<file path="config.mk">
export PLATFORM = sky130hd
export DESIGN_NAME = pscm_top
export DESIGN_NICKNAME = d
export VERILOG_FILES = /design/src/pscm_pkg.sv /design/src/pscm_top.sv
export SDC_FILE = /design/constraint.sdc
export NUM_CORES = 1
export LEC_CHECK = 0
export CAP_MARGIN = 20
export CORE_UTILIZATION = 40
export CTS_BUF_LIST = sky130_fd_sc_hd__clkbuf_8
export DETAILED_ROUTE_END_ITERATION = 10
export DONT_BUFFER_PORTS = 1
export GPL_TIMING_DRIVEN = 0
export SETUP_SLACK_MARGIN = 0.5
export SLEW_MARGIN = 20
export SYNTH_ARGS = -nofsm -noshare
export SYNTH_HDL_FRONTEND = slang
export SYNTH_SLANG_ARGS = --single-unit
</file>
<file path="constraint.sdc">
create_clock -name pclk -period 2.51 [get_ports pclk]
set_clock_uncertainty 0.2 [all_clocks]
set_input_delay 0.502 -clock pclk [delete_from_list [all_inputs] [get_ports pclk]]
set_output_delay 0.502 -clock pclk [all_outputs]
set_load 0.01 [all_outputs]
</file>
<file path="src/pscm_pkg.sv">
package pscm_pkg;

  // ----------------------------------------
  // register byte offsets
  // ----------------------------------------
  localparam logic [7:0] ADDR_OSC = 8'h00;
  localparam logic [7:0] ADDR_CDV = 8'h04;
  localparam logic [7:0] ADDR_PD1 = 8'h08;
  localparam logic [7:0] ADDR_PD2 = 8'h0C;
  localparam logic [7:0] ADDR_STA = 8'h10;

  // ----------------------------------------
  // field positions
  // ----------------------------------------
  localparam int OSC_NEWSEL_LSB = 8;
  localparam int CDV_RTN_BIT = 15;
  localparam int CDV_RATIO_LSB = 12;
  localparam int CDV_DOZE_BIT = 11;
  localparam int STA_DOZE_BIT = 2;

  // ----------------------------------------
  // implemented disable bits and variant presence
  // ----------------------------------------
  localparam logic [15:0] PD1_MASK = 16'h38A9;
  localparam logic [15:0] PD2_MASK = 16'hC303;
  localparam logic [15:0] PD1_PRESENT = 16'h38A9;
  localparam logic [15:0] PD2_PRESENT = 16'hC303;

  // ----------------------------------------
  // reset values
  // ----------------------------------------
  localparam logic [2:0] NEWSEL_RST = 3'h0;
  localparam logic [2:0] RATIO_RST = 3'h0;
  localparam logic [15:0] PD_RST = 16'h0000;

  // ----------------------------------------
  // timing: one instruction cycle is one pclk
  // ----------------------------------------
  localparam int MOD_DIS_DELAY_CYC = 1;

  // ----------------------------------------
  // power state machine
  // ----------------------------------------
  typedef enum logic [1:0] {
    PS_RUN = 2'b00,
    PS_ENTER = 2'b01,
    PS_SLEEP = 2'b10,
    PS_IDLE = 2'b11
  } pscm_state_t;

endpackage

</file>
<file path="src/pscm_top.sv">
`timescale 1ns/10ps
`default_nettype none

module pscm_top (
  // clock and reset
  input wire logic pclk,
  input wire logic presetn,
  // apb slave
  input wire logic psel,
  input wire logic penable,
  input wire logic pwrite,
  input wire logic [7:0] paddr,
  input wire logic [31:0] pwdata,
  output logic [31:0] prdata,
  output logic pready,
  output logic pslverr,
  // processor core
  input wire logic psave_req,
  input wire logic psave_sleep,
  input wire logic irq_pending,
  input wire logic osc_unlocked,
  // watchdog and monitor
  input wire logic wdt_enabled,
  input wire logic mon_enabled,
  input wire logic wdt_timeout,
  // clock controls
  output logic cpu_clk_en,
  output logic [15:0] periph_clk_en_one,
  output logic [15:0] periph_clk_en_two,
  output logic sysclk_run,
  output logic [2:0] active_osc,
  output logic rc_clk_run,
  output logic mon_active,
  output logic wdt_clear,
  output logic cpu_halted,
  output logic wake_pulse
);

  // ----------------------------------------
  // helpers
  // ----------------------------------------
  // terminal count of the cpu divider for a ratio code
  function automatic logic [6:0] dz_mask(input logic [2:0] code);
    dz_mask = 7'((8'h01 << code) - 8'h01);
  endfunction

  // ----------------------------------------
  // declarations
  // ----------------------------------------
  pscm_pkg::pscm_state_t state_ff, nxt_state;
  logic [2:0] newsel_ff;
  logic rtn_ff, nxt_rtn;
  logic doze_en_ff, nxt_doze_en;
  logic [2:0] ratio_ff, nxt_ratio;
  logic [15:0] pd1_ff, pd2_ff;
  logic [6:0] dz_cnt_ff, nxt_dz_cnt;
  logic wto_s1_ff, wto_s2_ff, wto_s3_ff, wto_lvl_ff;
  logic cpu_clk_en_ff, sysclk_run_ff, rc_clk_run_ff, mon_active_ff;
  logic wdt_clear_ff, cpu_halted_ff, wake_pulse_ff;
  logic [2:0] active_osc_ff;
  logic [15:0] pce1_ff, pce2_ff;
  logic [31:0] prdata_ff;
  logic pready_ff, pslverr_ff;

  // ----------------------------------------
  // apb decode
  // ----------------------------------------
  wire setup = psel & ~penable;
  wire hit_osc = (paddr == pscm_pkg::ADDR_OSC);
  wire hit_cdv = (paddr == pscm_pkg::ADDR_CDV);
  wire hit_pd1 = (paddr == pscm_pkg::ADDR_PD1);
  wire hit_pd2 = (paddr == pscm_pkg::ADDR_PD2);
  wire hit_sta = (paddr == pscm_pkg::ADDR_STA);
  wire mapped = hit_osc | hit_cdv | hit_pd1 | hit_pd2 | hit_sta;
  wire wr_ok = psel & penable & pready_ff & pwrite & ~pslverr_ff;
  wire wr_osc = wr_ok & hit_osc & osc_unlocked;
  wire wr_cdv = wr_ok & hit_cdv;
  wire wr_pd1 = wr_ok & hit_pd1;
  wire wr_pd2 = wr_ok & hit_pd2;

  // ----------------------------------------
  // power state machine
  // ----------------------------------------
  wire wdt_to = wto_lvl_ff;
  wire wake = irq_pending | wdt_to;
  wire halted = (state_ff == pscm_pkg::PS_SLEEP) | (state_ff == pscm_pkg::PS_IDLE);
  wire in_sleep = (state_ff == pscm_pkg::PS_SLEEP);
  wire in_run = (state_ff == pscm_pkg::PS_RUN);

  // entry takes one cycle in which wake sources are not looked at, so an
  // interrupt racing the request is served only once the state is reached
  always_comb begin
    nxt_state = state_ff;
    case (state_ff)
      pscm_pkg::PS_RUN: begin
        if (psave_req) begin
          nxt_state = pscm_pkg::PS_ENTER;
        end
      end
      pscm_pkg::PS_ENTER: begin
        nxt_state = psave_sleep ? pscm_pkg::PS_SLEEP : pscm_pkg::PS_IDLE;
      end
      pscm_pkg::PS_SLEEP, pscm_pkg::PS_IDLE: begin
        if (wake) begin
          nxt_state = pscm_pkg::PS_RUN;
        end
      end
      default: begin
        nxt_state = pscm_pkg::PS_RUN;
      end
    endcase
  end

  // ----------------------------------------
  // doze divider
  // ----------------------------------------
  wire doze_on = doze_en_ff & in_run;
  wire dz_tick = (dz_cnt_ff == dz_mask(ratio_ff));
  wire rtn_hit = in_run & irq_pending & rtn_ff;

  // divider restarts whenever doze is off so the first slow tick is clean
  assign nxt_dz_cnt = (~doze_on | dz_tick) ? 7'h00 : 7'(dz_cnt_ff + 7'h01);

  // hardware clear of doze beats a same-cycle software write
  assign nxt_doze_en = rtn_hit ? 1'b0 :
                       wr_cdv ? pwdata[pscm_pkg::CDV_DOZE_BIT] : doze_en_ff;
  assign nxt_rtn = wr_cdv ? pwdata[pscm_pkg::CDV_RTN_BIT] : rtn_ff;
  assign nxt_ratio = wr_cdv ? pwdata[pscm_pkg::CDV_RATIO_LSB +: 3] : ratio_ff;

  // read word mux, placed after the state decode it reports; unimplemented bits read zero
  wire [31:0] rd_osc = {21'h00_0000, newsel_ff, 8'h00};
  wire [31:0] rd_cdv = {16'h0000, rtn_ff, ratio_ff, doze_en_ff, 11'h000};
  wire [31:0] rd_pd1 = {16'h0000, pd1_ff};
  wire [31:0] rd_pd2 = {16'h0000, pd2_ff};
  wire [31:0] rd_sta = {29'h0000_0000, doze_on, state_ff};
  wire [31:0] rd_word = hit_osc ? rd_osc :
                        hit_cdv ? rd_cdv :
                        hit_pd1 ? rd_pd1 :
                        hit_pd2 ? rd_pd2 :
                        hit_sta ? rd_sta : 32'h0000_0000;

  // ----------------------------------------
  // apb slave: one wait-free access phase
  // ----------------------------------------
  always_ff @(posedge pclk or negedge presetn) begin
    if (!presetn) begin
      pready_ff <= 1'b0;
      pslverr_ff <= 1'b0;
      prdata_ff <= 32'h0000_0000;
    end else begin
      pready_ff <= setup;
      pslverr_ff <= setup & ~mapped;
      prdata_ff <= (setup & ~pwrite) ? rd_word : 32'h0000_0000;
    end
  end

  // ----------------------------------------
  // control registers
  // ----------------------------------------
  always_ff @(posedge pclk or negedge presetn) begin
    if (!presetn) begin
      newsel_ff <= pscm_pkg::NEWSEL_RST;
      rtn_ff <= 1'b0;
      doze_en_ff <= 1'b0;
      ratio_ff <= pscm_pkg::RATIO_RST;
      pd1_ff <= pscm_pkg::PD_RST;
      pd2_ff <= pscm_pkg::PD_RST;
    end else begin
      if (wr_osc) begin
        newsel_ff <= pwdata[pscm_pkg::OSC_NEWSEL_LSB +: 3];
      end
      rtn_ff <= nxt_rtn;
      doze_en_ff <= nxt_doze_en;
      ratio_ff <= nxt_ratio;
      if (wr_pd1) begin
        pd1_ff <= pwdata[15:0] & pscm_pkg::PD1_MASK;
      end
      if (wr_pd2) begin
        pd2_ff <= pwdata[15:0] & pscm_pkg::PD2_MASK;
      end
    end
  end

  // ----------------------------------------
  // watchdog time-out synchroniser
  // ----------------------------------------
  always_ff @(posedge pclk or negedge presetn) begin
    if (!presetn) begin
      wto_s1_ff <= 1'b0;
      wto_s2_ff <= 1'b0;
      wto_s3_ff <= 1'b0;
      wto_lvl_ff <= 1'b0;
    end else begin
      wto_s1_ff <= wdt_timeout;
      wto_s2_ff <= wto_s1_ff;
      wto_s3_ff <= wto_s2_ff;
      // a level change counts only once stages two and three agree, so a glitch sampled for a single cycle never wakes
      if (wto_s2_ff == wto_s3_ff) begin
        wto_lvl_ff <= wto_s3_ff;
      end
    end
  end

  // ----------------------------------------
  // state and divider
  // ----------------------------------------
  always_ff @(posedge pclk or negedge presetn) begin
    if (!presetn) begin
      state_ff <= pscm_pkg::PS_RUN;
      dz_cnt_ff <= 7'h00;
    end else begin
      state_ff <= nxt_state;
      dz_cnt_ff <= nxt_dz_cnt;
    end
  end

  // ----------------------------------------
  // registered clock enables and status
  // ----------------------------------------
  // all enables are flops on pclk, so a gate opens or shuts only at an edge
  always_ff @(posedge pclk or negedge presetn) begin
    if (!presetn) begin
      cpu_clk_en_ff <= 1'b0;
      sysclk_run_ff <= 1'b1;
      active_osc_ff <= pscm_pkg::NEWSEL_RST;
      rc_clk_run_ff <= 1'b0;
      mon_active_ff <= 1'b0;
      wdt_clear_ff <= 1'b0;
      cpu_halted_ff <= 1'b0;
      wake_pulse_ff <= 1'b0;
      pce1_ff <= 16'h0000;
      pce2_ff <= 16'h0000;
    end else begin
      cpu_clk_en_ff <= in_run & (~doze_en_ff | dz_tick);
      sysclk_run_ff <= ~in_sleep;
      if (in_run) begin
        active_osc_ff <= newsel_ff;
      end
      rc_clk_run_ff <= in_sleep ? wdt_enabled : (wdt_enabled | mon_enabled);
      mon_active_ff <= mon_enabled & ~in_sleep;
      wdt_clear_ff <= (state_ff == pscm_pkg::PS_ENTER) & wdt_enabled;
      cpu_halted_ff <= ~in_run;
      wake_pulse_ff <= halted & wake;
      // peripherals keep full rate in doze; sleep shuts them all
      pce1_ff <= in_sleep ? 16'h0000 : (pscm_pkg::PD1_PRESENT & ~pd1_ff);
      pce2_ff <= in_sleep ? 16'h0000 : (pscm_pkg::PD2_PRESENT & ~pd2_ff);
    end
  end

  // ----------------------------------------
  // outputs
  // ----------------------------------------
  assign prdata = prdata_ff;
  assign pready = pready_ff;
  assign pslverr = pslverr_ff;
  assign cpu_clk_en = cpu_clk_en_ff;
  assign periph_clk_en_one = pce1_ff;
  assign periph_clk_en_two = pce2_ff;
  assign sysclk_run = sysclk_run_ff;
  assign active_osc = active_osc_ff;
  assign rc_clk_run = rc_clk_run_ff;
  assign mon_active = mon_active_ff;
  assign wdt_clear = wdt_clear_ff;
  assign cpu_halted = cpu_halted_ff;
  assign wake_pulse = wake_pulse_ff;
endmodule

`default_nettype wire

</file>
==> reports/qor.csv <==
metric;value;unit
status;complete, but fails checks;
violations;negative hold slack;
hpwl;4639;microns
wl;6432;microns
grt_pass1_vias;2020;
start_util;0.4145;
ys_top_cells_by_count;dfrtp_1, buf_4, nor2_1;
vias;2038;
leakage;1.782;nW
synth_seq_area_share;0.5678;
grt_pass1_wl;10370;microns
rsz0062_at_grt;yes;
fmax;511.3;MHz
worst_ep_arrival_time;1970;ps
syn-mean-instance-area;11.50;sq um
drtIter0Drc;61;
cp-end-kind;flip-flop;
cts.sinks;73;
fillers;757;
path_max_fanout;7;
synth_edf_count;0;
rrSetupSlack;630;ps
p_int;0.001827;W
dr.pass1.iters;4;
yosys.area.top_type;dfrtp_1;
synthTopCellsByArea;dfrtp_1, buf_4, mux2_2;
power_density;690.5;mW/mm^2
synthArstFlopShare;1.000;
clk_pin_slew;70;ps
criticalPathCategory;in2reg;
numCtsBuffers;9;
p_seq_frac;0.574;
final-setup-viol-count;0;
fin_crit_sh;0.7792;
h-tree-depth;3;
vias_per_cell;4.674;
period_needed;1956;ps
cts_hold_buf;1;
drc;0;
ant_nets;0;
p_sw;0.0007348;W
die_area;0.008411;sq mm
num_rows;32;
synth_most_common_cell;dfrtp_1;
gp_congestion;0.7165;
ys_warn_count;0;
diodes;0;
drv_slew;0;
combPwrFrac;0.124;
final_nets;383;
synth_ff_type;dfrtp_1;
grt_usage;0.1654;
layout-drive-gt1-share;0.2695;
core;0.007767;sq mm
antenna_found_initial;0;
fin_util;0.4776;
clockBufferDepth;2;
synth_seq_cells;73;
p_clk_frac;0.302;
die_w;91.71;microns
drv_cap;0;
synth.distinct_cells;45;
num_io_pins;128;
grt_max_degree;74;
synth_area;0.003219;sq mm
worstMarginPinSlew;521.6;ps
syn_to_final_growth;15.24;%
root_buffer;clkbuf_8;
synth_top_area_share;0.5597;
holdWs;-344.5;ps
wl_per_cell;14.75;microns
die_h;91.71;microns
grt-ovfl-total;0;
tritoncts;yes;
timing.slew.headroom;0.6510;
cp-start-kind;primary input;
ir_worst_vdd;0.2228;mV
syn_inst;280;
switching_share;0.2869;
io_buffer_count;0;
tns;0;ps
required;2530;ps
clock_latency;340;ps
hold_viol;73;
hp-class;in2async;
[registers in the layout, indices dropped and copies added (netlist names), 2 cells and up]
register,flops
pd1_ff,7
state_ff,2
pd2_ff,6
periph_clk_en_one,7
active_osc,3
ratio_ff,3
prdata,14
newsel_ff,3
periph_clk_en_two,6
dz_cnt_ff,7
[stage by stage]
stage	area (sq um)	total power [W]	setup slack, ps	std cells
CTS	3691	0.002599	526.7	435
detailed placement	3498	0.001816	34.72	418
floorplan	3371	0.001719	345.3	316
global placement	3498	0.001814	85.40	418
finish	3710	0.002562	554.3	436
global route	3710	0.002703	492.1	436
[power by group through the flow]
stage          sequential [W]  combinational [W]  clock, W
6_report              0.00147           0.000318  0.000773
3_5_place_dp          0.00150           0.000318         0
2_1_floorplan         0.00147           0.000246         0
4_1_cts               0.00147           0.000321  0.000803
5_1_grt               0.00149           0.000365  0.000853
3_3_place_gp          0.00149           0.000321         0
[routing by layer]
metal,vias to the layer above,share of wire,track usage
met1,965,0.43,0.2005
li1,977,-,-
met4,0,0.021,0.08333
met3,11,0.078,0.05721
met5,-,0,0
met2,85,0.47,0.2619
[cells in the final DEF, fill, tap and decap left out, types with 5 or more instances in the layout]
cell / netlist / routed
clkbuf_8: 0 / 10
inv_1: 9 / 11
a31oi_1: 5 / 5
nand2b_1: 6 / 6
mux2_2: 18 / 18
dfrtp_1: 72 / 72
nand2_1: 16 / 16
conb_1: 1 / 37
a21oi_1: 7 / 5
mux2_1: 6 / 6
nand3_1: 9 / 8
buf_4: 37 / 39
and2_1: 5 / 5
nor2_1: 32 / 31
[cell type report]
class / count / area (sq um) / area share
buffer: 45 / 326.6 / 0.08803
clock buffer: 10 / 137.6 / 0.03710
clock inverter: 5 / 25.02 / 0.006745
inverter: 9 / 33.78 / 0.009106
multi-input combinational: 189 / 1206 / 0.3251
sequential: 73 / 1828 / 0.4927
tap: 102 / 127.6 / 0.03440
timing repair buffer: 3 / 25.02 / 0.006745
[worst paths after layout]
path	startpoint	to	cells past startpoint
hold reg to reg	wto_s1_ff	wto_s2_ff	0
setup reg to reg	pready	pd2_ff[0]	5
min in group pclk	penable	pready	1
hold / removal	presetn	prdata[5]	0
setup / recovery	paddr[5]	pd1_ff[13]	5
max in group asynchronous	presetn	sysclk_run	0
[kinds of logic (layout without fill, tap and decap cells)]
| logic type | count (synthesis) | count (layout) | synth area share |
|---|---|---|---|
| AOI/OAI and AO/OA | 30 | 30 | 0.06569 |
| xor gates and xnor gates | 5 | 5 | 0.01360 |
| adders and majority gates | 2 | 2 | 0.006995 |
| buffers and inverters | 54 | 72 | 0.1092 |
| DFF | 73 | 73 | 0.5678 |
| muxes | 27 | 27 | 0.09327 |
| other | 1 | 37 | 0.001165 |
| and+or+nand+nor | 88 | 88 | 0.1422 |
[critical path, cell delays in order]
cell and delay [ps]:
or4_4 560, nor3_4 210, buf_4 160, nand3_2 200, mux2_2 350
[what timing repair did]
item	4_1_cts	5_1_grt
buffers inserted	1	1
endpoints found under the hold margin	74	73
pin swaps	1	0
resized for setup	2	7
setup endpoints to repair	15	19
cloned	0	0
No activity file was read; power rests on OpenSTA's default activity.
